==> src/core/timer_pkg.sv <==
// Constants shared by the three channel compare timer.
package timer_pkg;
  localparam int NCH  = 3;
  localparam int NPIN = 2 * NCH;
  localparam int AW   = 24;
  localparam int DW   = 16;
  localparam int BW   = 8;
  localparam int CW   = 16;
  // Shared registers.
  localparam logic [AW-1:0] ADDR_START  = 24'hFFFEB0;
  localparam logic [AW-1:0] ADDR_SYNC   = 24'hFFFEB1;
  localparam logic [AW-1:0] ADDR_STATUS = 24'hFFFEB2;
  localparam logic [AW-1:0] ADDR_MASK   = 24'hFFFEB4;
  // Per channel registers, channel 0 in the low slot.
  localparam logic [NCH-1:0][AW-1:0] ADDR_COUNT =
    {24'hFFFF36, 24'hFFFF20, 24'hFFFF16};
  localparam logic [NCH-1:0][AW-1:0] ADDR_GEN_A =
    {24'hFFFF38, 24'hFFFF28, 24'hFFFF18};
  localparam logic [NCH-1:0][AW-1:0] ADDR_GEN_B =
    {24'hFFFF3A, 24'hFFFF2A, 24'hFFFF1A};
  localparam logic [NCH-1:0][AW-1:0] ADDR_OUTCTL =
    {24'hFFFF32, 24'hFFFF22, 24'hFFFF12};
  localparam logic [NCH-1:0][AW-1:0] ADDR_MODE =
    {24'hFFFF31, 24'hFFFF21, 24'hFFFF11};
  localparam logic [NCH-1:0][AW-1:0] ADDR_CTL =
    {24'hFFFF30, 24'hFFFF24, 24'hFFFF10};
  // Reset values.
  localparam logic [CW-1:0] CNT_RESET  = 16'h0000;
  localparam logic [CW-1:0] GEN_RESET  = 16'hFFFF;
  localparam logic [BW-1:0] BYTE_RESET = 8'h00;
  // Pin action field layout inside an output control register.
  localparam int FLD_W       = 4;
  localparam int FLD_POS_A   = 0;
  localparam int FLD_POS_B   = 4;
  localparam int FLD_CAPTURE = 3;
  localparam int FLD_INIT    = 2;
  localparam logic [1:0] ACT_OFF  = 2'h0;
  localparam logic [1:0] ACT_LOW  = 2'h1;
  localparam logic [1:0] ACT_HIGH = 2'h2;
  localparam logic [1:0] ACT_TOG  = 2'h3;
  // Operating mode field.
  localparam int MODE_W = 4;
  localparam logic [MODE_W-1:0] MODE_PWM2 = 4'h3;
  // Clock control layout and codes.
  localparam int CTL_PSC_POS  = 0;
  localparam int CTL_EDGE_POS = 3;
  localparam int CTL_CLR_POS  = 5;
  localparam logic [2:0] PSC_DIV1  = 3'h0;
  localparam logic [2:0] PSC_DIV4  = 3'h1;
  localparam logic [2:0] PSC_DIV16 = 3'h2;
  localparam int PSC_W     = 6;
  localparam int TAP_DIV4  = 1;
  localparam int TAP_DIV16 = 3;
  localparam int TAP_DIV64 = 5;
  localparam int EDGE_FALL_BIT = 0;
  localparam int EDGE_BOTH_BIT = 1;
  localparam logic [2:0] CLR_GEN_A = 3'h1;
  localparam logic [2:0] CLR_GEN_B = 3'h2;
endpackage

==> src/core/three_channel_compare_timer.sv <==
// Three channel 16-bit timer with compare outputs and capture inputs.
//
// Overview of operation
// - Field B code 0010 starts the B pin low and drives it high on B match.
// - Field A code 0010 starts the A pin low and drives it high on A match.
// - Output control keeps the B field in bits 7 to 4 and A in bits 3 to 0.
// - Each counter is 16 bits and software may read or overwrite it anytime.
// - General registers are 16-bit and act as compare or capture registers.
// - A channel whose run bit is 0 does not count; loads and clears still act on it.
// - A run bit of 1 counts on the chosen clock; run bits sit in bits 2 to 0.
// - A channel with lockstep bit 0 counts on its own.
// - Lockstep channels are loaded and cleared together.
// - Mode code 0011 selects the second pulse width mode.
// - Action code 0000 turns the compare pin off.
// - Prescale code 000 counts on every cycle of the undivided clock.
// - Edge select 00 counts rising, 01 falling, 1X both edges.

`timescale 1ns/1ns
`default_nettype none

module three_channel_compare_timer
(
  // Clock and reset.
  input  wire logic                         sys_clk_in,
  input  wire logic                         resetn_in,
  // Register port.
  input  wire logic [timer_pkg::AW-1:0]     addr_in,
  input  wire logic [timer_pkg::DW-1:0]     wdata_in,
  input  wire logic                         wr_in,
  input  wire logic                         rd_in,
  output logic      [timer_pkg::DW-1:0]     rdata_out,
  // Timer pins, index 2*channel for A and 2*channel+1 for B.
  input  wire logic [timer_pkg::NPIN-1:0]   tio_in,
  output logic      [timer_pkg::NPIN-1:0]   tio_out,
  output logic      [timer_pkg::NPIN-1:0]   tio_oe_out,
  // Interrupt.
  output logic                              irq_out
);

  localparam int NCH  = timer_pkg::NCH;
  localparam int NPIN = timer_pkg::NPIN;
  localparam int CW   = timer_pkg::CW;
  localparam int DW   = timer_pkg::DW;
  localparam int BW   = timer_pkg::BW;

  // Local copies of the package sizes keep the declarations short.
  // They are not parameters: the register map is fixed at three channels.
  // Changing them means changing the address tables as well.

  // Shared state.
  logic [NCH-1:0]             run_q;
  logic [NCH-1:0]             lock_q;
  logic [NPIN-1:0]            stat_q;
  logic [NPIN-1:0]            stat_d;
  logic [NPIN-1:0]            mask_q;
  logic                       irq_q;
  logic [DW-1:0]              rdata_q;
  logic [DW-1:0]              rdata_d;
  logic [timer_pkg::PSC_W-1:0] psc_q;
  logic [timer_pkg::PSC_W-1:0] psc_prev_q;

  // Per channel and per pin state.
  logic [CW-1:0]              count_q  [NCH];
  logic [CW-1:0]              gen_q    [NPIN];
  logic [BW-1:0]              outctl_q [NCH];
  logic [timer_pkg::MODE_W-1:0] mode_q [NCH];
  logic [BW-1:0]              ctl_q    [NCH];
  logic [NPIN-1:0]            pin_q;
  logic [NPIN-1:0]            oe_q;
  logic [NPIN-1:0]            eq_q;
  logic [NPIN-1:0]            sync1_q;
  logic [NPIN-1:0]            sync2_q;
  logic [NPIN-1:0]            sync3_q;

  // The pin state is kept per pin so that A and B of one channel act apart.
  // Event and cross-channel wires.
  wire logic [NPIN-1:0]       evt;
  wire logic [NCH-1:0]        cnt_hit;
  wire logic [NCH-1:0]        clr_req;
  wire logic [NCH-1:0]        ch_load;
  wire logic [NCH-1:0]        ch_clear;
  wire logic                  sync_load;
  wire logic                  sync_clear;

  // Addresses are compared in full, so aliases never hit a register.
  // A write to an unmapped address therefore changes nothing.
  // Shared register write decode.
  wire logic wr_start  = wr_in && (addr_in == timer_pkg::ADDR_START);
  wire logic wr_sync   = wr_in && (addr_in == timer_pkg::ADDR_SYNC);
  wire logic wr_status = wr_in && (addr_in == timer_pkg::ADDR_STATUS);
  wire logic wr_mask   = wr_in && (addr_in == timer_pkg::ADDR_MASK);

  // A write or clear seen by any lockstep channel reaches all of them.
  assign sync_load  = |(cnt_hit & lock_q);
  assign sync_clear = |(clr_req & lock_q);
  assign ch_load    = cnt_hit | (lock_q & {NCH{sync_load}});
  assign ch_clear   = clr_req | (lock_q & {NCH{sync_clear}});

  // Status bits: a new event wins over a write-one clear in the same cycle.
  wire logic [NPIN-1:0] stat_clr = wr_status ? wdata_in[NPIN-1:0]
                                             : {NPIN{1'b0}};
  assign stat_d = (stat_q & ~stat_clr) | evt;

  // Start, lockstep and interrupt registers.
  always_ff @(posedge sys_clk_in)
  begin
    if (!resetn_in)
    begin
      run_q  <= {NCH{1'b0}};
      lock_q <= {NCH{1'b0}};
      stat_q <= {NPIN{1'b0}};
      mask_q <= {NPIN{1'b0}};
      irq_q  <= 1'b0;
    end
    else
    begin
      // Only the run bits are stored, so reserved bits read as zero.
      if (wr_start)
        run_q <= wdata_in[NCH-1:0];
      if (wr_sync)
        lock_q <= wdata_in[NCH-1:0];
      if (wr_mask)
        mask_q <= wdata_in[NPIN-1:0];
      stat_q <= stat_d;
      irq_q  <= |(stat_q & mask_q);
    end
  end

  // The prescaler never stops, so a channel started late sees its first
  // divided edge anywhere within one divided period; software that needs
  // a fixed phase must start the channels together.
  // Free running prescaler shared by all channels.
  always_ff @(posedge sys_clk_in)
  begin
    if (!resetn_in)
    begin
      psc_q      <= {timer_pkg::PSC_W{1'b0}};
      psc_prev_q <= {timer_pkg::PSC_W{1'b0}};
    end
    else
    begin
      psc_q      <= psc_q + 1'b1;
      psc_prev_q <= psc_q;
    end
  end

  // Capture inputs are asynchronous to the system clock.
  // Edges are only looked for after the second stage has settled,
  // so a capture lands about three cycles after the pin moves.
  // Pin inputs pass two flip-flops; the third stage feeds edge detection.
  always_ff @(posedge sys_clk_in)
  begin
    if (!resetn_in)
    begin
      sync1_q <= {NPIN{1'b0}};
      sync2_q <= {NPIN{1'b0}};
      sync3_q <= {NPIN{1'b0}};
    end
    else
    begin
      sync1_q <= tio_in;
      sync2_q <= sync1_q;
      sync3_q <= sync2_q;
    end
  end

  for (genvar c = 0; c < NCH; c++)
  begin : g_ch
    wire logic [2:0] psel =
      ctl_q[c][timer_pkg::CTL_PSC_POS +: 3];
    wire logic [1:0] esel =
      ctl_q[c][timer_pkg::CTL_EDGE_POS +: 2];
    wire logic [2:0] csel =
      ctl_q[c][timer_pkg::CTL_CLR_POS +: 3];
    wire logic pwm2 = (mode_q[c] == timer_pkg::MODE_PWM2);

    // Edges of the divided clock are found by comparing the prescaler
    // with its copy from the previous cycle, which keeps every counter
    // on the single system clock instead of a derived one.
    // Divided clock level now and one cycle ago.
    wire logic div_now =
      (psel == timer_pkg::PSC_DIV4)  ? psc_q[timer_pkg::TAP_DIV4]  :
      (psel == timer_pkg::PSC_DIV16) ? psc_q[timer_pkg::TAP_DIV16] :
                                       psc_q[timer_pkg::TAP_DIV64];
    wire logic div_old =
      (psel == timer_pkg::PSC_DIV4)  ? psc_prev_q[timer_pkg::TAP_DIV4]  :
      (psel == timer_pkg::PSC_DIV16) ? psc_prev_q[timer_pkg::TAP_DIV16] :
                                       psc_prev_q[timer_pkg::TAP_DIV64];
    wire logic div_rise = div_now & ~div_old;
    wire logic div_fall = ~div_now & div_old;
    wire logic edge_hit =
      esel[timer_pkg::EDGE_BOTH_BIT] ? (div_rise | div_fall) :
      esel[timer_pkg::EDGE_FALL_BIT] ? div_fall : div_rise;
    wire logic tick = run_q[c] &&
      ((psel == timer_pkg::PSC_DIV1) || edge_hit);

    // Register write decode for this channel.
    wire logic wr_outctl =
      wr_in && (addr_in == timer_pkg::ADDR_OUTCTL[c]);
    wire logic wr_mode = wr_in && (addr_in == timer_pkg::ADDR_MODE[c]);
    wire logic wr_ctl  = wr_in && (addr_in == timer_pkg::ADDR_CTL[c]);
    assign cnt_hit[c] = wr_in && (addr_in == timer_pkg::ADDR_COUNT[c]);

    // Counter clear on its own A or B event.
    assign clr_req[c] =
      ((csel == timer_pkg::CLR_GEN_A) && evt[2*c]) ||
      ((csel == timer_pkg::CLR_GEN_B) && evt[2*c+1]);

    // A clear acts even while the channel is stopped, so a match
    // reached on the last count still wraps the counter to zero.
    // Software writes win so that a reload is never lost.
    // Counter: a load beats a clear, which beats a count.
    always_ff @(posedge sys_clk_in)
    begin
      if (!resetn_in)
        count_q[c] <= timer_pkg::CNT_RESET;
      else if (ch_load[c])
        count_q[c] <= wdata_in;
      else if (ch_clear[c])
        count_q[c] <= timer_pkg::CNT_RESET;
      else if (tick)
        count_q[c] <= count_q[c] + 1'b1;
    end

    // Channel control registers.
    always_ff @(posedge sys_clk_in)
    begin
      if (!resetn_in)
      begin
        outctl_q[c] <= timer_pkg::BYTE_RESET;
        mode_q[c]   <= {timer_pkg::MODE_W{1'b0}};
        ctl_q[c]    <= timer_pkg::BYTE_RESET;
      end
      else
      begin
        if (wr_outctl)
          outctl_q[c] <= wdata_in[BW-1:0];
        if (wr_mode)
          mode_q[c] <= wdata_in[timer_pkg::MODE_W-1:0];
        if (wr_ctl)
          ctl_q[c] <= wdata_in[BW-1:0];
      end
    end

    for (genvar r = 0; r < 2; r++)
    begin : g_reg
      localparam int P   = 2 * c + r;
      localparam int POS = (r == 0) ? timer_pkg::FLD_POS_A
                                    : timer_pkg::FLD_POS_B;
      localparam logic [timer_pkg::AW-1:0] GADDR =
        (r == 0) ? timer_pkg::ADDR_GEN_A[c] : timer_pkg::ADDR_GEN_B[c];

      // Pin action field of this register and the one being written.
      wire logic [timer_pkg::FLD_W-1:0] fld =
        outctl_q[c][POS +: timer_pkg::FLD_W];
      wire logic [timer_pkg::FLD_W-1:0] fld_new =
        wdata_in[POS +: timer_pkg::FLD_W];
      wire logic capture = fld[timer_pkg::FLD_CAPTURE];
      wire logic [1:0] act = fld[1:0];
      wire logic eq = (count_q[c] == gen_q[P]);
      wire logic match = eq && !eq_q[P] && !capture;
      wire logic in_rise = sync2_q[P] & ~sync3_q[P];
      wire logic in_fall = ~sync2_q[P] & sync3_q[P];
      wire logic cap_edge =
        act[timer_pkg::EDGE_BOTH_BIT] ? (in_rise | in_fall) :
        act[timer_pkg::EDGE_FALL_BIT] ? in_fall : in_rise;
      wire logic cap = capture && cap_edge;
      wire logic wr_gen = wr_in && (addr_in == GADDR);

      assign evt[P] = match || cap;

      // General register: software write, or counter snapshot on capture.
      always_ff @(posedge sys_clk_in)
      begin
        if (!resetn_in)
          gen_q[P] <= timer_pkg::GEN_RESET;
        else if (wr_gen)
          gen_q[P] <= wdata_in;
        else if (cap)
          gen_q[P] <= count_q[c];
      end

      // A stopped counter that sits on the compare value would otherwise
      // raise a fresh event on every cycle.
      // Equality history so a match fires once when it is reached.
      always_ff @(posedge sys_clk_in)
      begin
        if (!resetn_in)
          eq_q[P] <= 1'b0;
        else
          eq_q[P] <= eq;
      end

      // Compare pin: initial level on a field write, action on match.
      always_ff @(posedge sys_clk_in)
      begin
        if (!resetn_in)
        begin
          pin_q[P] <= 1'b0;
          oe_q[P]  <= 1'b0;
        end
        else
        begin
          oe_q[P] <= !capture && (act != timer_pkg::ACT_OFF);
          if (wr_outctl)
            pin_q[P] <= fld_new[timer_pkg::FLD_INIT];
          else if (match)
          begin
            case (act)
              timer_pkg::ACT_LOW:  pin_q[P] <= 1'b0;
              timer_pkg::ACT_HIGH: pin_q[P] <= 1'b1;
              timer_pkg::ACT_TOG:  pin_q[P] <= ~pin_q[P];
              default:             pin_q[P] <= pin_q[P];
            endcase
          end
          else if (pwm2 && ch_clear[c])
            pin_q[P] <= fld[timer_pkg::FLD_INIT];
        end
      end
    end
  end

  // The mux is evaluated every cycle, but its result is only captured
  // when a read strobe is present, so reads have no side effects.
  // Narrow registers are zero-extended to the bus width.
  // Read multiplexer; unmapped addresses read as zero.
  always_comb
  begin
    rdata_d = {DW{1'b0}};
    if (addr_in == timer_pkg::ADDR_START)
      rdata_d = {{(DW-NCH){1'b0}}, run_q};
    else if (addr_in == timer_pkg::ADDR_SYNC)
      rdata_d = {{(DW-NCH){1'b0}}, lock_q};
    else if (addr_in == timer_pkg::ADDR_STATUS)
      rdata_d = {{(DW-NPIN){1'b0}}, stat_q};
    else if (addr_in == timer_pkg::ADDR_MASK)
      rdata_d = {{(DW-NPIN){1'b0}}, mask_q};
    for (int c = 0; c < NCH; c++)
    begin
      if (addr_in == timer_pkg::ADDR_COUNT[c])
        rdata_d = count_q[c];
      else if (addr_in == timer_pkg::ADDR_GEN_A[c])
        rdata_d = gen_q[2*c];
      else if (addr_in == timer_pkg::ADDR_GEN_B[c])
        rdata_d = gen_q[2*c+1];
      else if (addr_in == timer_pkg::ADDR_OUTCTL[c])
        rdata_d = {{(DW-BW){1'b0}}, outctl_q[c]};
      else if (addr_in == timer_pkg::ADDR_MODE[c])
        rdata_d = {{(DW-timer_pkg::MODE_W){1'b0}}, mode_q[c]};
      else if (addr_in == timer_pkg::ADDR_CTL[c])
        rdata_d = {{(DW-BW){1'b0}}, ctl_q[c]};
    end
  end

  // Read data stands only in the cycle after the read strobe.
  always_ff @(posedge sys_clk_in)
  begin
    if (!resetn_in)
      rdata_q <= {DW{1'b0}};
    else
      rdata_q <= rd_in ? rdata_d : {DW{1'b0}};
  end

  // No logic sits between a register and a port, so pin timing is clean.
  // The output enable trails a field write by one cycle.
  // Outputs come straight from flip-flops.
  assign rdata_out  = rdata_q;
  assign tio_out    = pin_q;
  assign tio_oe_out = oe_q;
  assign irq_out    = irq_q;

endmodule

`default_nettype wire

==> config.mk <==
export PLATFORM = sky130hd
export DESIGN_NAME = three_channel_compare_timer
export DESIGN_NICKNAME = d
export VERILOG_FILES = /design/src/core/timer_pkg.sv /design/src/core/three_channel_compare_timer.sv
export SDC_FILE = /design/constraint.sdc
export NUM_CORES = 1
export LEC_CHECK = 0
export ABC_AREA = 1
export BUFFER_PORTS_ARGS = -buffer_cell sky130_fd_sc_hd__buf_4
export CORE_MARGIN = 2
export CORE_UTILIZATION = 25
export CTS_CLUSTER_DIAMETER = 150
export DETAILED_ROUTE_END_ITERATION = 12
export HOLD_SLACK_MARGIN = 0.03
export PLACE_DENSITY = 0.51
export SETUP_SLACK_MARGIN = 0.1
export SLEW_MARGIN = 30
export SYNTH_ARGS = -nofsm -noshare
export SYNTH_HDL_FRONTEND = slang
export SYNTH_SLANG_ARGS = --single-unit
==> constraint.sdc <==
create_clock -name sys_clk_in -period 7.9 [get_ports sys_clk_in]
set_clock_uncertainty 0.2 [all_clocks]
set_input_delay 0.395 -clock sys_clk_in [delete_from_list [all_inputs] [get_ports sys_clk_in]]
set_output_delay 0.395 -clock sys_clk_in [all_outputs]
set_load 0.01 [all_outputs]
==> impl_results.md <==
- Status: finished, final reports clean
- Post-synth top cells: nand2_1 (380), inv_1 (348), edfxtp_1 (204)
- CTS root buf: clkbuf_16
- Synthesis-to-layout area growth: 14.9%
- Syn_area_per_cell: 8.01 µm²
- Non-Filler Instances: 3074
- Crit path max fanout: 18
- Fmax: 230 MHz
- First drt pass iteration count: 6
- Compound-Gate Fraction of Synth Area: 0.158
- CTS tree: done
- Most frequent cell after synthesis: nand2_1
- Synthesized area: 17100 µm²
- Seq/Total Area, Yosys: 0.451
- Max Cap Viol: 0
- GR Util met2: 0.285
- Post-DR wirelength/cell: 20.2 µm
- Startpoint types: register
- Adder-cell share of the synthesized area: 0.0248
- 1st-iter DRT viols: 1555
- Die area: 70600 µm²
- Die Width: 266 µm
- DPL Wire Length: 45400 µm
- DR vias/cell: 4.95
- Synth area leaders: edfxtp_1 (36%), dfxtp_1 (9.4%), nand2_1 (8.3%), inv_1 (7.6%), o21ai_0 (4.7%)
- Clock transition at the registers of the reported paths: 0.06 ns
- Clk pwr share: 0.461
- Crit path max-delay family: simple AND/OR/NAND/NOR gates
- Setup TNS: 0 ns
- Layout cells sized above 1: 0.111
- Worst Tran Pin Value: 0.992 ns
- Grt total ovfl: 0
- Finish-stage setup viols: 0
- Die Ht: 266 µm
- GP Congestion: 0.899
- PwrDens: 186 nW/µm²
- Clock Sinks: 284
- Net Count, Synth: 2221
- # DRC: 0
- Required time worst endpoint: 7.83 ns
- Reg power frac: 0.468
- Pre-CTS setup slack: 3.42 ns
- Net switching power: 0.000918 W
- Ant. Diodes: 0
- Pins Over Slew Limit: 0
- # IOs: 79
- Initial antenna violation count: 0
- Met1 GRT Util: 0.221
- Worst path arrival time: 4.27 ns
- Met3 Use GR: 0.0375
- RSZ-0062 raised after global routing: false
- Post-route clock period utilization: 0.550
- Crit-path most repeated cell: nand2_1
- Yosys Warn Count: 0
- CP Buf/Inv Count: 1
- Synth Area in Simple Gates: 0.212
- Number of synthesized flops with an enable pin: 204
- Slew headroom: 0.338
- Worst hold path type: input port to register
- Vias in the first global route: 14900
- Internal Pwr Total: 0.00274 W
- H-tree levels: 2
- Yosys cell types: 53
- Cells after synthesis: 2137
- Crit path largest cell delay: 0.54 ns
- Largest net degree at the start of global routing: 58
- Hold Vio Cnt, Final: 0
- Core ar.: 67500 µm²
- Largest family of logic cells by synthesized area: simple AND/OR/NAND/NOR gates
- First-pass GRT wire length: 92400 µm
- Leakage Power: 7.67 nW
- Initial Util: 0.254
- Nets: 2259
- Crit path kind: register to register
- Final WS setup: 3.56 ns
- Vias: 15200
- Mux share of post-synthesis cell area: 0
- Net Sw Frac: 0.251
- Post-synth ARST share: 0
- Post-Synth XOR/XNOR Area: 0.0450
- Max VDD drop: 0.114 mV
- Placed Cells: 3003
- WL final: 61900 µm
- Critical-path cell list: xor2_1 -> nor4_1 -> nand2_1 -> nor2_1 -> nand2_1 -> nand2_1 -> nand3_1 -> a21oi_1 -> nand2_1 -> nand3_2 -> a21oi_2 -> nand2_4 -> nand2_2 -> inv_2 -> nand2_1
- Layer with the highest usage: met2
- IO Port Bufs: 78
- CTS Buffer Depth: 3
- Synth Flop Type: edfxtp_1
- Antenna viol nets, final: 0
- Flops & latches, synth: 284
- Tot GR Track Use: 0.173
- Area leader, netlist: edfxtp_1
- Row count: 95
- Clk_lat worst skew: 0.55 ns
- Top cell type's share of synthesized area: 0.358
- TritonCTS buffer count: 35
- Crit path max-delay cell type: edfxtp_1
- Min Tclk post-route: 4.34 ns
- Crit path capture type: register
- Comb pwr share: 0.071
- Cts repair resizes: 0
sequential cells by signal, indices dropped and copies added, names as in the netlist:
signal,count
tio_out,6
irq_out,1
outctl_q,24
ctl_q,24
count_q,48
mask_q,6
sync1_q,6
sync2_q,6
tio_oe_out,6
rdata_out,16
stat_q,6
gen_q,96
eq_q,6
sync3_q,6
lock_q,3
run_q,3
mode_q,12
psc_prev_q,3
psc_q,6
cells in the final DEF (no fill, tap or decap), drive strengths merged, types with 3 or more instances in the layout:
cell and n:
nand2 398, inv 369, edfxtp 204, nor2 201, o21ai 172, a21oi 108
nand3 97, buf 83, dfxtp 80, o22ai 79, xor2 61, clkbuf 47
nor3 43, ha 34, o211ai 29, nand4 28, xnor2 27, nor4 18
a22oi 16, or2 16, clkinv 15, o221ai 13, a31oi 11, o2111ai 8
dlygate4sd3 8, nand3b 6, o21bai 5, o32ai 4, o31ai 4, bufinv 4
o311ai 3, clkinvlp 3, nor3b 3
metal layers:
layer,part of all wire,vias up
met5,0,-
met4,0.035,0
met3,0.075,118
met2,0.47,606
met1,0.42,7276
li1,-,7208
worst reg2reg max path: stages, from the launching register on:
cell and delay (ns):
edfxtp_1 0.54, xor2_1 0.20, nor4_1 0.53, nand2_1 0.15, nor2_1 0.15, nand2_1 0.18
nand2_1 0.10, nand3_1 0.07, a21oi_1 0.35, nand2_1 0.12, nand3_2 0.12, a21oi_2 0.14
nand2_4 0.22, nand2_2 0.08, inv_2 0.29, nand2_1 0.50
power groups by stage:
stage	clock network (W)	logic [W]	registers, W
floorplan	0	0.000164	0.00171
global placement	0	0.000252	0.00174
detailed placement	0	0.000255	0.00174
CTS	0.00172	0.000259	0.00171
global route	0.00177	0.000283	0.00172
finish	0.00168	0.000260	0.00171
worst paths after layout:
| path | from | to | slack, ns | cells past startpoint |
|---|---|---|---|---|
| worst max-delay path | count_q[0][11] | count_q[2][15] | 3.56 | 15 |
| worst min-delay path | wdata_in[11] | gen_q[5][11] | 0.08 | 3 |
| worst max register to register | count_q[0][11] | count_q[2][15] | 3.56 | 15 |
| worst min register to register | sync1_q[5] | sync2_q[5] | 0.21 | 2 |
cells by family (layout without fill, tap and decap cells):
group                    after synthesis  in the layout
XOR/XNOR                              88             88
AND/OR/NAND/NOR                      811            811
flip-flops                           284            284
AO/OA/AOI/OAI                        455            455
buffers and inverters                465            529
adder cells (fa/ha/maj)               34             34
area by class of cell:
| cell class | count | area [µm²] |
|---|---|---|
| Multi-Input combinational cell | 1388 | 7560 |
| Fill cell | 7214 | 47800 |
| Timing Repair Buffer | 91 | 711 |
| Tap cell | 873 | 1090 |
| Sequential cell | 284 | 7730 |
| Clock buffer | 47 | 983 |
| Inverter | 375 | 1410 |
| Clock inverter | 16 | 189 |
through the flow:
stage	area (µm²)	hold WS, ns	total power (W)	util
4_1_cts	19700	0.0497	0.00369	0.291
5_1_grt	19700	0.0708	0.00377	0.291
2_1_floorplan	17100	0.190	0.00187	-
3_3_place_gp	18400	0.199	0.00199	0.272
3_5_place_dp	18400	0.203	0.00200	0.273
6_report	19700	0.0759	0.00365	0.291
repair_timing:
action | in CTS | in global routing
hold buffers | 8 | 0
endpoints found under the setup margin | 0 | 0
buffers inserted | 0 | 0
endpoints found under the hold margin | 9 | 0
Power figures use the tool's default switching activity.
